[config.mk]
export PLATFORM = sky130hd
export DESIGN_NAME = chgcfg_regs
export DESIGN_NICKNAME = d
export VERILOG_FILES = /design/src/hw/chgcfg_pkg.sv /design/src/hw/chgcfg_regmem.sv /design/src/hw/chgcfg_regs.sv
export SDC_FILE = /design/constraint.sdc
export NUM_CORES = 1
export LEC_CHECK = 0
export ABC_AREA = 1
export BUFFER_PORTS_ARGS = -buffer_cell sky130_fd_sc_hd__buf_4
export CAP_MARGIN = 20
export CORE_ASPECT_RATIO = 1.25
export CORE_MARGIN = 3
export CORE_UTILIZATION = 40
export DETAILED_ROUTE_END_ITERATION = 6
export SLEW_MARGIN = 40
export SYNTH_ARGS = -nofsm -noshare
export SYNTH_HDL_FRONTEND = slang
export SYNTH_SLANG_ARGS = --single-unit
[constraint.sdc]
create_clock -name clock -period 5.45 [get_ports clock]
set_input_delay 1.635 -clock clock [delete_from_list [all_inputs] [get_ports clock]]
set_output_delay 1.635 -clock clock [all_outputs]
set_load 0.05 [all_outputs]
[src/hw/chgcfg_pkg.sv]
package chgcfg_pkg;
    // ----------------------------------------
    // Register map
    // ----------------------------------------
    localparam logic [7:0] ADDR_FAST_CHARGE = 8'h02;
    localparam logic [7:0] ADDR_PRE_TERM    = 8'h03;
    localparam logic [7:0] ADDR_BATT_VOLT   = 8'h04;
    localparam logic [7:0] ADDR_TIMER_CTRL  = 8'h05;
    localparam int unsigned NUM_REGS        = 4;
    localparam logic [7:0] ADDR_BASE        = 8'h02;

    // ----------------------------------------
    // Reset values
    // ----------------------------------------
    localparam logic [7:0] RST_FAST_CHARGE = 8'h3f;
    localparam logic [7:0] RST_PRE_TERM    = 8'h11;
    localparam logic [7:0] RST_BATT_VOLT   = 8'ha1;
    localparam logic [7:0] RST_TIMER_CTRL  = 8'h3b;

    // ----------------------------------------
    // Field positions and masks
    // ----------------------------------------
    localparam logic [7:0] VOLT_WRITE_MASK = 8'hfd;
    localparam logic [7:0] TIMER_DOG_MASK  = 8'he0;
    localparam int unsigned TMR_DISCHG_BIT = 7;
    localparam int unsigned TMR_DOG_HI     = 6;
    localparam int unsigned TMR_DOG_LO     = 5;
    localparam int unsigned TMR_TERM_BIT   = 4;
    localparam int unsigned TMR_SAFETY_BIT = 3;
    localparam int unsigned TMR_FAST_HI    = 2;
    localparam int unsigned TMR_FAST_LO    = 1;
    localparam int unsigned TMR_PRE_BIT    = 0;
    localparam logic [1:0] DOG_OFF         = 2'h0;
endpackage

[src/hw/chgcfg_regmem.sv]
`timescale 1ns/1ps
`default_nettype none
// Four-byte register storage with registered read data
module chgcfg_regmem
    import chgcfg_pkg::*;
(
    // Clock and reset
    input  wire logic       clock,
    input  wire logic       rst_n,
    // Write port
    input  wire logic       wr_en,
    input  wire logic [1:0] wr_idx,
    input  wire logic [7:0] wr_data,
    // Default load, all words in one cycle
    input  wire logic       load_all,
    input  wire logic       keep_dog,
    // Read port
    input  wire logic [1:0] rd_idx,
    output logic      [7:0] rd_data,
    // All words in parallel
    output logic      [7:0] words [NUM_REGS]
);
    import chgcfg_pkg::*;

    localparam logic [7:0] DEFAULTS [NUM_REGS] =
        '{RST_FAST_CHARGE, RST_PRE_TERM, RST_BATT_VOLT, RST_TIMER_CTRL};

    typedef struct packed {
        logic [NUM_REGS-1:0][7:0] mem;
        logic [7:0]               rd;
    } chgcfg_mem_s;

    chgcfg_mem_s st;
    chgcfg_mem_s next_st;

    // Next-state: defaults win over a write in the same cycle
    always_comb begin
        next_st = st;
        for (int i = 0; i < NUM_REGS; i++) begin
            if (load_all) begin
                if (i == NUM_REGS - 1 && keep_dog) begin
                    next_st.mem[i] = (st.mem[i] & TIMER_DOG_MASK)
                                   | (DEFAULTS[i] & ~TIMER_DOG_MASK);
                end else begin
                    next_st.mem[i] = DEFAULTS[i];
                end
            end else if (wr_en && wr_idx == i[1:0]) begin
                next_st.mem[i] = wr_data;
            end
        end
        next_st.rd = next_st.mem[rd_idx];
    end

    // State register
    always_ff @(posedge clock or negedge rst_n) begin
        if (!rst_n) begin
            st.mem <= {RST_TIMER_CTRL, RST_BATT_VOLT, RST_PRE_TERM, RST_FAST_CHARGE};
            st.rd  <= 8'h00;
        end else begin
            st <= next_st;
        end
    end

    // Outputs
    always_comb begin
        rd_data = st.rd;
        for (int i = 0; i < NUM_REGS; i++) begin
            words[i] = st.mem[i];
        end
    end
endmodule
`default_nettype wire

[src/hw/chgcfg_regs.sv]
// How it works
// - Fast-charge code is eight bits, 2mA per step plus 2mA, defaulting to 0x3f.
// - Pre-charge code is the upper nibble of its register, defaulting to 0001.
// - End current code is the lower nibble of that register, defaulting to 0001.
// - Cell target voltage sits in bits 7:2 of the voltage register, default 101000.
// - Voltage bit 0 picks the recharge drop, default 1, and bit 1 is reserved.
// - Timer bit 7 enables the watchdog in discharge mode, default cleared.
// - A period code of 00 keeps the watchdog off whatever bit 7 says.
// - Timer bit 4 allows charge termination, default set.
// - Timer bit 3 enables the safety timer and bits 2:1 pick its length, default 1 and 01.
// - Timer bit 0 picks the pre-charge exit level, default 1.
// - Register reset restores all fields; expiry restores all but bits 7:5 of the timer.
// - Expiry of the watchdog sets a read-only fault status bit.
`timescale 1ns/1ps
`default_nettype none
module chgcfg_regs
    import chgcfg_pkg::*;
(
    // Clock and reset
    input  wire logic       clock,
    input  wire logic       arst_n,
    // Register access from the serial front end
    input  wire logic       reg_wr,
    input  wire logic       reg_rd,
    input  wire logic [7:0] reg_addr,
    input  wire logic [7:0] reg_wdata,
    output logic      [7:0] reg_rdata,
    output logic            reg_hit,
    // Reset events
    input  wire logic       reg_reset_req,
    input  wire logic       dog_timer_expiry,
    input  wire logic       fault_read_clear,
    // Configuration outputs
    output logic      [7:0] fast_charge_code,
    output logic      [3:0] precharge_current_code,
    output logic      [3:0] end_current_code,
    output logic      [5:0] cell_target_voltage,
    output logic            recharge_drop_select,
    output logic            discharge_dog_enable,
    output logic      [1:0] dog_period_code,
    output logic            dog_active,
    output logic            term_enable,
    output logic            safety_timer_enable,
    output logic      [1:0] fast_charge_time_limit,
    output logic            precharge_exit_level,
    output logic            dog_fault
);
    import chgcfg_pkg::*;

    // ----------------------------------------
    // Reset release
    // ----------------------------------------
    logic [1:0] rst_sync;
    logic       rst_n;

    // Two-stage release of the async reset
    always_ff @(posedge clock or negedge arst_n) begin
        if (!arst_n) begin
            rst_sync <= 2'h0;
        end else begin
            rst_sync <= {rst_sync[0], 1'b1};
        end
    end
    assign rst_n = rst_sync[1];

    // ----------------------------------------
    // Decode
    // ----------------------------------------
    function automatic logic in_map(input logic [7:0] a);
        in_map = (a >= ADDR_FAST_CHARGE) && (a <= ADDR_TIMER_CTRL);
    endfunction

    logic [1:0] idx;
    logic [7:0] wr_word;
    logic [7:0] rd_word;
    logic [7:0] words [NUM_REGS];
    logic       wr_ok;
    logic       load_all;

    assign idx      = 2'(reg_addr - ADDR_BASE);
    assign wr_ok    = reg_wr && in_map(reg_addr);
    assign load_all = reg_reset_req || dog_timer_expiry;
    // Reserved voltage bit never stored
    assign wr_word  = (reg_addr == ADDR_BATT_VOLT) ?
                      (reg_wdata & VOLT_WRITE_MASK) : reg_wdata;

    chgcfg_regmem u_mem (
        .clock    (clock),
        .rst_n    (rst_n),
        .wr_en    (wr_ok),
        .wr_idx   (idx),
        .wr_data  (wr_word),
        .load_all (load_all),
        .keep_dog (dog_timer_expiry && !reg_reset_req),
        .rd_idx   (idx),
        .rd_data  (rd_word),
        .words    (words)
    );

    // ----------------------------------------
    // Registered outputs
    // ----------------------------------------
    typedef struct packed {
        logic [7:0] rdata;
        logic       hit;
        logic       fault;
        logic [7:0] w0;
        logic [7:0] w1;
        logic [7:0] w2;
        logic [7:0] w3;
        logic       dog_on;
    } chgcfg_out_s;

    chgcfg_out_s st;
    chgcfg_out_s next_st;
    logic        rd_d;

    // Read strobe delayed to meet registered memory data
    always_ff @(posedge clock or negedge rst_n) begin
        if (!rst_n) begin
            rd_d <= 1'b0;
        end else begin
            rd_d <= reg_rd && in_map(reg_addr);
        end
    end

    // Next-state of outputs
    always_comb begin
        next_st       = st;
        next_st.hit   = rd_d;
        if (rd_d) begin
            next_st.rdata = rd_word;
        end
        // Expiry set wins over a clear
        if (dog_timer_expiry) begin
            next_st.fault = 1'b1;
        end else if (fault_read_clear) begin
            next_st.fault = 1'b0;
        end
        next_st.w0 = words[0];
        next_st.w1 = words[1];
        next_st.w2 = words[2];
        next_st.w3 = words[3];
        // Period decoded ahead so the active flag leaves a flop
        next_st.dog_on = words[3][TMR_DOG_HI:TMR_DOG_LO] != DOG_OFF;
    end

    // Output state register
    always_ff @(posedge clock or negedge rst_n) begin
        if (!rst_n) begin
            st <= {8'h00, 1'b0, 1'b0, RST_FAST_CHARGE, RST_PRE_TERM,
                   RST_BATT_VOLT, RST_TIMER_CTRL,
                   RST_TIMER_CTRL[TMR_DOG_HI:TMR_DOG_LO] != DOG_OFF};
        end else begin
            st <= next_st;
        end
    end

    // Field outputs
    always_comb begin
        reg_rdata              = st.rdata;
        reg_hit                = st.hit;
        dog_fault              = st.fault;
        fast_charge_code       = st.w0;
        precharge_current_code = st.w1[7:4];
        end_current_code       = st.w1[3:0];
        cell_target_voltage    = st.w2[7:2];
        recharge_drop_select   = st.w2[0];
        discharge_dog_enable   = st.w3[TMR_DISCHG_BIT];
        dog_period_code        = st.w3[TMR_DOG_HI:TMR_DOG_LO];
        dog_active             = st.dog_on;
        term_enable            = st.w3[TMR_TERM_BIT];
        safety_timer_enable    = st.w3[TMR_SAFETY_BIT];
        fast_charge_time_limit = st.w3[TMR_FAST_HI:TMR_FAST_LO];
        precharge_exit_level   = st.w3[TMR_PRE_BIT];
    end
endmodule
`default_nettype wire

; ---- Word level (Yosys, flattened, before mapping)
; Index checks and enable logic that the tools add are counted.
[totals]
regBits = 86
input_bits = 23
output_inout_bits = 42
elab_cells = 50
[classes]
addsub = 1
n_lt_le_gt_ge = 3
eq_ne = 4
n_mux = 14
reduce_logical = 13
[ops]
columns = cell, count
row1 = $mux 8, 10
row2 = $bmux 8 s2, 1
row3 = $eq 8x3->1 const B, 1
row4 = $ge 8x2->1 const B, 1
row5 = $le 8x3->1 const B, 1
row6 = $logic_and 1x1->1, 8
row7 = $eq 2x2->1 const B, 2
row8 = $reduce_bool 2->1, 2
row9 = $lt 2x3->1 const B, 1
row10 = $eq 2x1->1 const B, 1
row11 = $logic_not 2->1, 1
row12 = $mux 1, 2
row13 = $mux 2, 1
row14 = $sub 2x2->2 const B, 1
row15 = $logic_not 1->1, 1
row16 = $logic_or 1x1->1, 1

; ---- Depth between registers and ports, before layout
; Gate-level depths: netlist (run 1).
[depth]
word_depth = 8
ltp_mapped = 12
mapped_depth_nobuf = 12

; ---- Cells and area by module
; From an unflattened synthesis (run 1), not the netlist that was laid out.
[hier_totals]
cells_unflattened = 343
hier_area_um2 = 3492.1
[by_module_without_submodules]
columns = module, instances, cells_each, area_each_um2, seq_area_each_um2
row1 = chgcfg_regmem, 1, 260, 2095.8, 1021.0
row2 = chgcfg_regs, 1, 83, 1396.3, 1147.4

; ---- Worst setup path before layout (run 1)
; Ideal clock, no wire load.
[synth_path]
path_type = input to register
startpoint = in reg_addr[5]
endpoint = reg u_mem.st, in the netlist u_mem.rd_data[4]
t_arrival_ps = 2672
required_time_ps = 5334
slack_ps = 2662
cell_stages = 9
n_path_buf = 0
cell_sequence = nor2_1 -> nand2_1 -> nor2_1 -> nand4_2 -> or2_2 -> nand3_1 -> nand2_1 -> inv_1 -> nand2_1
[synth_lines]
columns = element, line
row1 = start: declaration, chgcfg_regs.sv:25  ; input wire logic [7:0] reg_addr,
row2 = end signal: assignment, chgcfg_regmem.sv:60  ; st <= next_st;
row3 = end: declaration, chgcfg_regmem.sv:33  ; chgcfg_mem_s st;

==> results.tsv, run 1 <==
metric	value	unit
Site Rows	37	
Adder-Cell Fraction of Synth Area	0	%
proportion of layout cells with a drive suffix above 1	39.1	%
Critical Path RT	5690	ps
distinct cell type count after synthesis	32	
status	completed	
worst path bufs/invs	4	
setup tns final	0	ps
Overall Global Routing Usage	16.8	%
Slew HR	48.1	%
IO Pins	65	
period utilization	53.2	%
Slowest-stage cell, CP	or2_2	
pwr/cell area	280	nW/um^2
leakage	2.17	nW
CP peak stage delay	370	ps
clk sinks	85	
mux contribution to synthesized area	2.57	%
endpoints failing hold	0	
worst vdd ir	0.118	mV
Final Setup Violations	0	
Max Clk Rate	345	MHz
Via Count	2441	
Synth Instances	324	
Simple-Gate Fraction of Synth Area	27.7	%
die extent in y	111	um
starting DRC count in detailed routing	94	
commonest non-fill, non-tap cell in the layout	nand2_1	
RSZ-0062 raised after global routing	no	
dpl cells	497	
Post-Syn Area	3500	sq um
crit path max fanout	12	
final WL	7780	um
Remaining DRCs	0	
postcts setup bufs	0	
DR pass1 iterations	4	
die width	89.7	um
Die ar.	9930	sq um
largest net degree at the start of global routing	33	
Final #Nets	414	
crit path capture type	flop	
Post-Synth XOR/XNOR Area	0.464	%
fin crit period	2900	ps
Slew Viols, Final	0	
total CTS buffers	9	
yosys warns	0	
# fillers	776	
grt ovf	0	
clock buffer depth	2	
synthesized net count	347	
Final Core Density	51.6	%
worst r2r src	u_mem.words[24]$_DFF_PN1_	
CP Launch Type	primary input	
H-tree depth	3	
post-synthesis sequential area ratio	61.9	%
Crit Path Category	primary input to flop	
wire per inst	15.2	um
worst slew pin tran	777	ps
fin cells	513	
worst skew pair latency	360	ps
Hold Path Class	flop to asynchronous set/reset pin	
global-route wire length before repair	13100	um
complex-gate fraction of the synthesized area	1.64	%
Root Buffer	clkbuf_8	
initial antenna violation count	0	
Largest delay share family, worst path	simple AND/OR/NAND/NOR gates	
clock skew	9.69	ps
largest family of logic cells by synthesized area	simple AND/OR/NAND/NOR gates	
total inserted antenna cells	0	
IO buf count	64	
GPL Wtd Cong	0.843	
P&R area growth vs syn	23.3	%
crit path from	reg_addr[1]	
Clk pin slew, worst setup/hold paths	80	ps
number of global-route vias before repair	2575	
HPWL after detailed placement	5600	um
Post-synth EDFFs	0	
most frequent cells in the layout	nand2_1, buf_4, dfrtp_1, dfstp_2, inv_1	
crit path cell chain	buf_4 > inv_1 > nand2_1 > inv_1 > nand4_2 > or2_2 > nand3_1 > nand2_1 > inv_1 > nand2_1	
Top FF cell, synth	dfrtp_1	
hold_ws	227	ps
floorplan core area	8380	sq um
asr flop ratio synth	100	%
CTS tree	built	
total of max-cap violations	0	
drt via density	4.76	
Post-CTS Hold Fix Bufs	0	
ANT nets after route	0	
Starting Density	41.8	%
Post-CTS Resized	0	
Critical Path AT	3140	ps
synthesized flop and latch total	85	
syn_area_per_cell	10.8	sq um
## worst paths after layout
path	end	cells past startpoint	slack [ps]
min reg2reg	cell_target_voltage[2]$_DFF_PN0_	0	230
max	u_mem.rd_data[4]$_DFF_PN0_	10	2550
max reg2reg	u_mem.rd_data[0]$_DFF_PN0_	6	4390
min	cell_target_voltage[2]$_DFF_PN0_	0	230
max in group asynchronous	rst_sync[1]$_DFF_PN0_	1	4310
min in group clock	rst_sync[1]$_DFF_PN0_	0	360
## kinds of logic after synthesis
| family | count (synthesis) |
|---|---|
| compound gates | 11 |
| xor+xnor | 1 |
| buf+inv | 46 |
| flops | 85 |
| mux | 8 |
| other cells | 1 |
| simple gates | 172 |
## power breakdown
group | leakage, nW | switching, mW | internal [mW]
clock | 0.101 | 0.206 | 0.237
sequential | 1.05 | 0.00955 | 0.644
combinational | 1.02 | 0.0761 | 0.0358
total | 2.17 | 0.292 | 0.917
## area by class of cell
type | instances | area, sq um | share of cell area [%]
inverter | 34 | 128 | 2.95
multi-input combinational | 193 | 1140 | 26.4
timing repair buffer | 68 | 536 | 12.4
sequential | 85 | 2170 | 50.3
clock inverter | 2 | 35.0 | 0.811
tap | 117 | 146 | 3.39
clock buffer | 14 | 163 | 3.76
## metal layers
layer / part of all wire [%] / GRT usage, % / up-vias
li1: - / - / 1178
met1: 43 / 21.1 / 1183
met2: 49 / 27.5 / 70
met3: 6.1 / 4.68 / 10
met4: 1.9 / 6.85 / 0
met5: 0 / 0 / -
## stage by stage
stage / setup WS [ps] / cell area [sq um] / power [mW]
global placement: 2230 / 4080 / 0.773
detailed placement: 2170 / 4120 / 0.779
CTS: 2550 / 4320 / 1.22
global route: 2330 / 4320 / 1.26
finish: 2550 / 4320 / 1.21
floorplan: 2660 / 3500 / 0.732
## synthesized netlist by cell type, drive strengths merged, types with 3 or more instances
| library cell | number | area, sq um |
|---|---|---|
| a21oi | 9 | 45.0 |
| nand3 | 36 | 263 |
| and3 | 4 | 25.0 |
| dfstp | 33 | 867 |
| buf | 10 | 61.3 |
| mux2 | 8 | 90.1 |
| inv | 32 | 120 |
| dfrtp | 52 | 1300 |
| nor2 | 14 | 110 |
| nand2 | 91 | 370 |
| nand4 | 19 | 153 |
| and2 | 3 | 18.8 |
## state kept, by name, indices dropped and copies added (netlist names), 4 cells and up
name	flops
cell_target_voltage	6
end_current_code	4
fast_charge_code	8
precharge_current_code	4
reg_rdata	8
u_mem.rd_data	8
u_mem.words	32
(Power assumes the default switching activity.)
==> run 2: changes to the inputs <==
Settings changed: ABC_AREA 1 to 0.
Clock period 5.45 ns to 2.7 ns, I/O delays scaled along.
==> results.tsv, run 2 <==
metric	value	unit
dpl ws	123	ps
crit path cell chain	buf_4 > xor2_1 > buf_4 > nand3_2 > mux2i_1 > o22ai_1 > or3_1	
clock buffer depth	2	
largest area contributor in the netlist	dfrtp_1	
asr flop ratio synth	100	%
clk sinks	85	
crit path capture type	flop	
synthesized net count	294	
Final Setup Violations	0	
Via Count	2376	
initial antenna violation count	0	
grt ovf	0	
Die ar.	9760	sq um
Critical Path AT	2480	ps
met1 Use GR	22.8	%
Hold Path Class	primary input to asynchronous set/reset pin	
max reg flops	32	
Critical Path RT	2920	ps
proportion of layout cells with a drive suffix above 1	40.4	%
CTS tree	built	
Site Rows	37	
endpoints failing hold	0	
final worst slack	447	ps
ANT nets after route	0	
GR Util met3	3.75	%
Synth Instances	271	
Post-synth EDFFs	0	
Largest delay share family, worst path	simple AND/OR/NAND/NOR gates	
syn_area_per_cell	12.7	sq um
Final #Nets	367	
IO buf count	64	
worst vdd ir	0.248	mV
Area contributors post-synth	dfrtp_1, dfstp_2, mux2i_1	
die width	89.0	um
# fillers	730	
Remaining DRCs	0	
share of Yosys cell area claimed by the top area cell type	37.8	%
Slowest-stage cell, CP	or3_1	
number of global-route vias before repair	2366	
clock skew	5.29	ps
most used standard cell by instance count after synthesis	dfrtp_1	
Crit path top cell by count	buf_4	
commonest non-fill, non-tap cell in the layout	buf_4	
worst skew pair latency	350	ps
fin crit period	2250	ps
hold_ws	226	ps
RSZ-0062 raised after global routing	no	
Final Core Density	51.8	%
GPL Wtd Cong	0.898	
Post-CTS Hold Fix Bufs	0	
Post-CTS Resized	0	
floorplan core area	8290	sq um
distinct cell type count after synthesis	50	
fin cells	446	
H-tree depth	3	
crit path max fanout	19	
Clk pin slew, worst setup/hold paths	80	ps
yosys warns	0	
final WL	8050	um
GR Util met2	27.3	%
most frequent cells in the layout	buf_4, dfrtp_1, mux2i_1, dfstp_2, nand2_1	
global-route wire length before repair	12600	um
CP Launch Type	primary input	
total inserted antenna cells	0	
drt via density	5.33	
Starting Density	41.5	%
dpl cells	430	
leakage	2.07	nW
Top FF cell, synth	dfrtp_1	
largest net degree at the start of global routing	32	
period utilization	83.5	%
Overall Global Routing Usage	17.4	%
Post-Syn Area	3440	sq um
postcts setup bufs	0	
starting DRC count in detailed routing	148	
synthesized flop and latch total	85	
total CTS buffers	9	
wire per inst	18.1	um
Root Buffer	clkbuf_8	
DR pass1 iterations	4	
Crit Path Category	primary input to flop	
post-synthesis sequential area ratio	63.0	%
total of max-cap violations	0	
status	completed	
CP peak stage delay	370	ps
HPWL after detailed placement	5810	um
setup tns final	0	ps
most used routing layer	met2	
IO Pins	65	
Slew Viols, Final	0	
Max Clk Rate	444	MHz
die extent in y	110	um
P&R area growth vs syn	24.8	%
synth cell count leaders	dfrtp_1, mux2i_1, dfstp_2	
pwr/cell area	559	nW/um^2
worst path bufs/invs	2	
==> run 2: changes by cell type in the layout (fill, tap and decap cells not counted), sizes merged, moves of 7 or more <==
cell / change
nand4: -13
buf: +7
inv: -30
nand3: -32
nand2: -59
mux2i: +35
==> run 2: final timing paths <==
check                      cells after the start                      start  slack, ps                       endpoint
setup / recovery                               7                reg_addr[1]        450     u_mem.rd_data[3]$_DFF_PN0_
hold / removal                                 1                     arst_n        230          rst_sync[1]$_DFF_PN0_
setup reg to reg                               4  u_mem.words[16]$_DFF_PN1_       1410     u_mem.rd_data[0]$_DFF_PN0_
hold reg to reg                                0      rst_sync[1]$_DFF_PN0_        260  end_current_code[3]$_DFF_PN0_
max in group asynchronous                      1      rst_sync[1]$_DFF_PN0_       1870      u_mem.words[26]$_DFF_PN1_
min in group clock                             0      rst_sync[0]$_DFF_PN0_        360          rst_sync[1]$_DFF_PN0_
==> run 2: where the power goes <==
group	switching, mW	leakage (nW)	internal, mW
Sequential	0.0193	1.04	1.30
Combinational	0.156	0.936	0.0865
Clock	0.416	0.0931	0.423
==> run 2: cells by family (layout without fill, tap and decap cells) <==
| kind of cell | count (synthesis) | in the layout | synth area share, % |
|---|---|---|---|
| xor+xnor | 1 | 1 | 0.254 |
| flops | 85 | 85 | 63.0 |
| other cells | 1 | 1 | 0.109 |
| buf+inv | 15 | 93 | 2.04 |
| mux | 46 | 46 | 13.8 |
| compound gates | 35 | 35 | 7.23 |
| simple gates | 88 | 88 | 13.6 |
==> run 2: metal layers <==
| metal | wire length (um) | vias to the layer above |
|---|---|---|
| met4 | 203 | 0 |
| met5 | 0 | - |
| li1 | - | 1106 |
| met1 | 3470 | 1168 |
| met2 | 3860 | 87 |
| met3 | 517 | 15 |
==> run 2: layout make-up <==
class                   instances  area (sq um)  area share [%]
clock inverters                 5          52.6            1.22
multi-input cells             171          1200            28.0
clock buffers                  11           131            3.06
repair buffers                 75           608            14.2
well taps                      97           121            2.82
inverters                       2          7.51           0.175
flip-flops and latches         85          2170            50.6
==> run 2: metrics by stage <==
stage / instance area [sq um] / power (mW)
after floorplan: 3440 / 1.48
after global placement: 4070 / 1.58
after detailed placement: 4110 / 1.59
after CTS: 4300 / 2.43
after global routing: 4300 / 2.50
final: 4300 / 2.40
==> run 2: worst register-to-register path, stage by stage (launching register included) <==
cell and delay [ps]:
dfstp_2 390, mux2_2 260, mux2i_1 130, o22ai_1 90, or3_1 310
==> run 3: changes to the inputs <==
Clock period 2.7 ns to 2 ns, I/O delays scaled along.
==> results.tsv, run 3 (synthesis results as in run 2) <==
metric	value	unit
initial antenna violation count	0	
die width	89.0	um
Clk pin slew, worst setup/hold paths	80	ps
Site Rows	37	
Max Clk Rate	545	MHz
grt ovf	0	
max reg flops	32	
P&R area growth vs syn	31.9	%
die extent in y	110	um
most frequent cells in the layout	buf_4, dfrtp_1, mux2i_1, dfstp_2, nand2_1	
wire per inst	17.0	um
worst r2r src	u_mem.words[16]$_DFF_PN1_	
total CTS buffers	9	
global-route wire length before repair	13000	um
final WL	8070	um
Slew Viols, Final	0	
largest net degree at the start of global routing	42	
clock buffer depth	2	
fin crit period	1840	ps
floorplan core area	8290	sq um
Final #Nets	396	
Final Core Density	54.8	%
Final Setup Violations	0	
Hold Path Class	flop to asynchronous set/reset pin	
Post-Layout Inst Area	4540	sq um
Critical Path AT	2070	ps
DR pass1 iterations	4	
Remaining DRCs	0	
total of max-cap violations	0	
Die ar.	9760	sq um
number of global-route vias before repair	2471	
starting DRC count in detailed routing	141	
ANT nets after route	0	
crit path max fanout	8	
IO Pins	65	
proportion of layout cells with a drive suffix above 1	45.5	%
Critical Path RT	2240	ps
HPWL after detailed placement	5870	um
fin cells	475	
crit path from	reg_addr[4]	
Area after DPL	4350	sq um
endpoints failing hold	0	
GPL Wtd Cong	0.849	
IO buf count	64	
worst skew pair latency	350	ps
status	completed	
RSZ-0062 raised after global routing	no	
clk sinks	85	
# fillers	709	
Crit Path Category	primary input to flop	
CTS tree	built	
clock skew	5.69	ps
drt via density	5.19	
commonest non-fill, non-tap cell in the layout	buf_4	
dpl cells	458	
setup tns final	0	ps
worst vdd ir	0.347	mV
leakage	2.22	nW
Via Count	2464	
Starting Density	41.5	%
Root Buffer	clkbuf_8	
crit path capture type	flop	
CP Launch Type	primary input	
hold_ws	167	ps
period utilization	91.8	%
Overall Global Routing Usage	18.1	%
H-tree depth	3	
pwr/cell area	715	nW/um^2
total inserted antenna cells	0	
[run 3: cell count changes in the layout (fill, tap and decap cells not counted), sizes merged]
cell	change
bufinv	-1
clkbuf	+4
dlygate4sd3	+1
clkinvlp	-1
clkinv	-2
buf	+28
[run 3: per-stage QoR]
step,worst slack [ps],power (mW)
3_5_place_dp,-194,2.17
2_1_floorplan,-138,1.99
3_3_place_gp,-184,2.16
4_1_cts,181,3.30
5_1_grt,64.7,3.39
6_report,164,3.25
[run 3: what timing repair did]
action	CTS	global route
buffers inserted	0	0
endpoints found under the setup margin	0	0
resized for setup	0	0
endpoints found under the hold margin	2	0
hold buffers	1	0
[run 3: final cells by class]
type	count	area [sq um]	area share (%)
tap	97	121	2.67
clock buffer	15	176	3.89
multi-input combinational	171	1220	27.0
inverter	2	7.51	0.165
sequential	85	2170	47.8
clock inverter	1	5.00	0.110
timing repair buffer	104	833	18.4
[run 3: power by group]
group	internal, mW	switching, mW
clock	0.554	0.559
combinational	0.136	0.221
sequential	1.76	0.0200
[run 3: worst max-delay path, stage by stage]
cell	delay [ps]
buf_4	120
nor4_4	250
buf_4	210
nand3_2	200
a21boi_1	220
a221oi_1	90
or3_1	380
[run 3: metal layers]
metal	track usage, %	wire, um	vias to the layer above
met3	3.90	359	14
li1	-	-	1172
met4	10.1	185	0
met5	0	0	-
met1	23.5	3620	1218
met2	27.9	3900	60
[run 3: path summary, 6_finish.rpt]
check | endpoint | slack (ps) | depth (start not counted)
setup / recovery | u_mem.rd_data[4]$_DFF_PN0_ | 160 | 7
hold / removal | fast_charge_code[6]$_DFF_PN0_ | 170 | 0
setup reg to reg | u_mem.rd_data[0]$_DFF_PN0_ | 700 | 4
hold reg to reg | fast_charge_code[6]$_DFF_PN0_ | 170 | 0
max in group asynchronous | fast_charge_code[0]$_DFF_PN1_ | 1170 | 1
min in group clock | rst_sync[1]$_DFF_PN0_ | 360 | 0
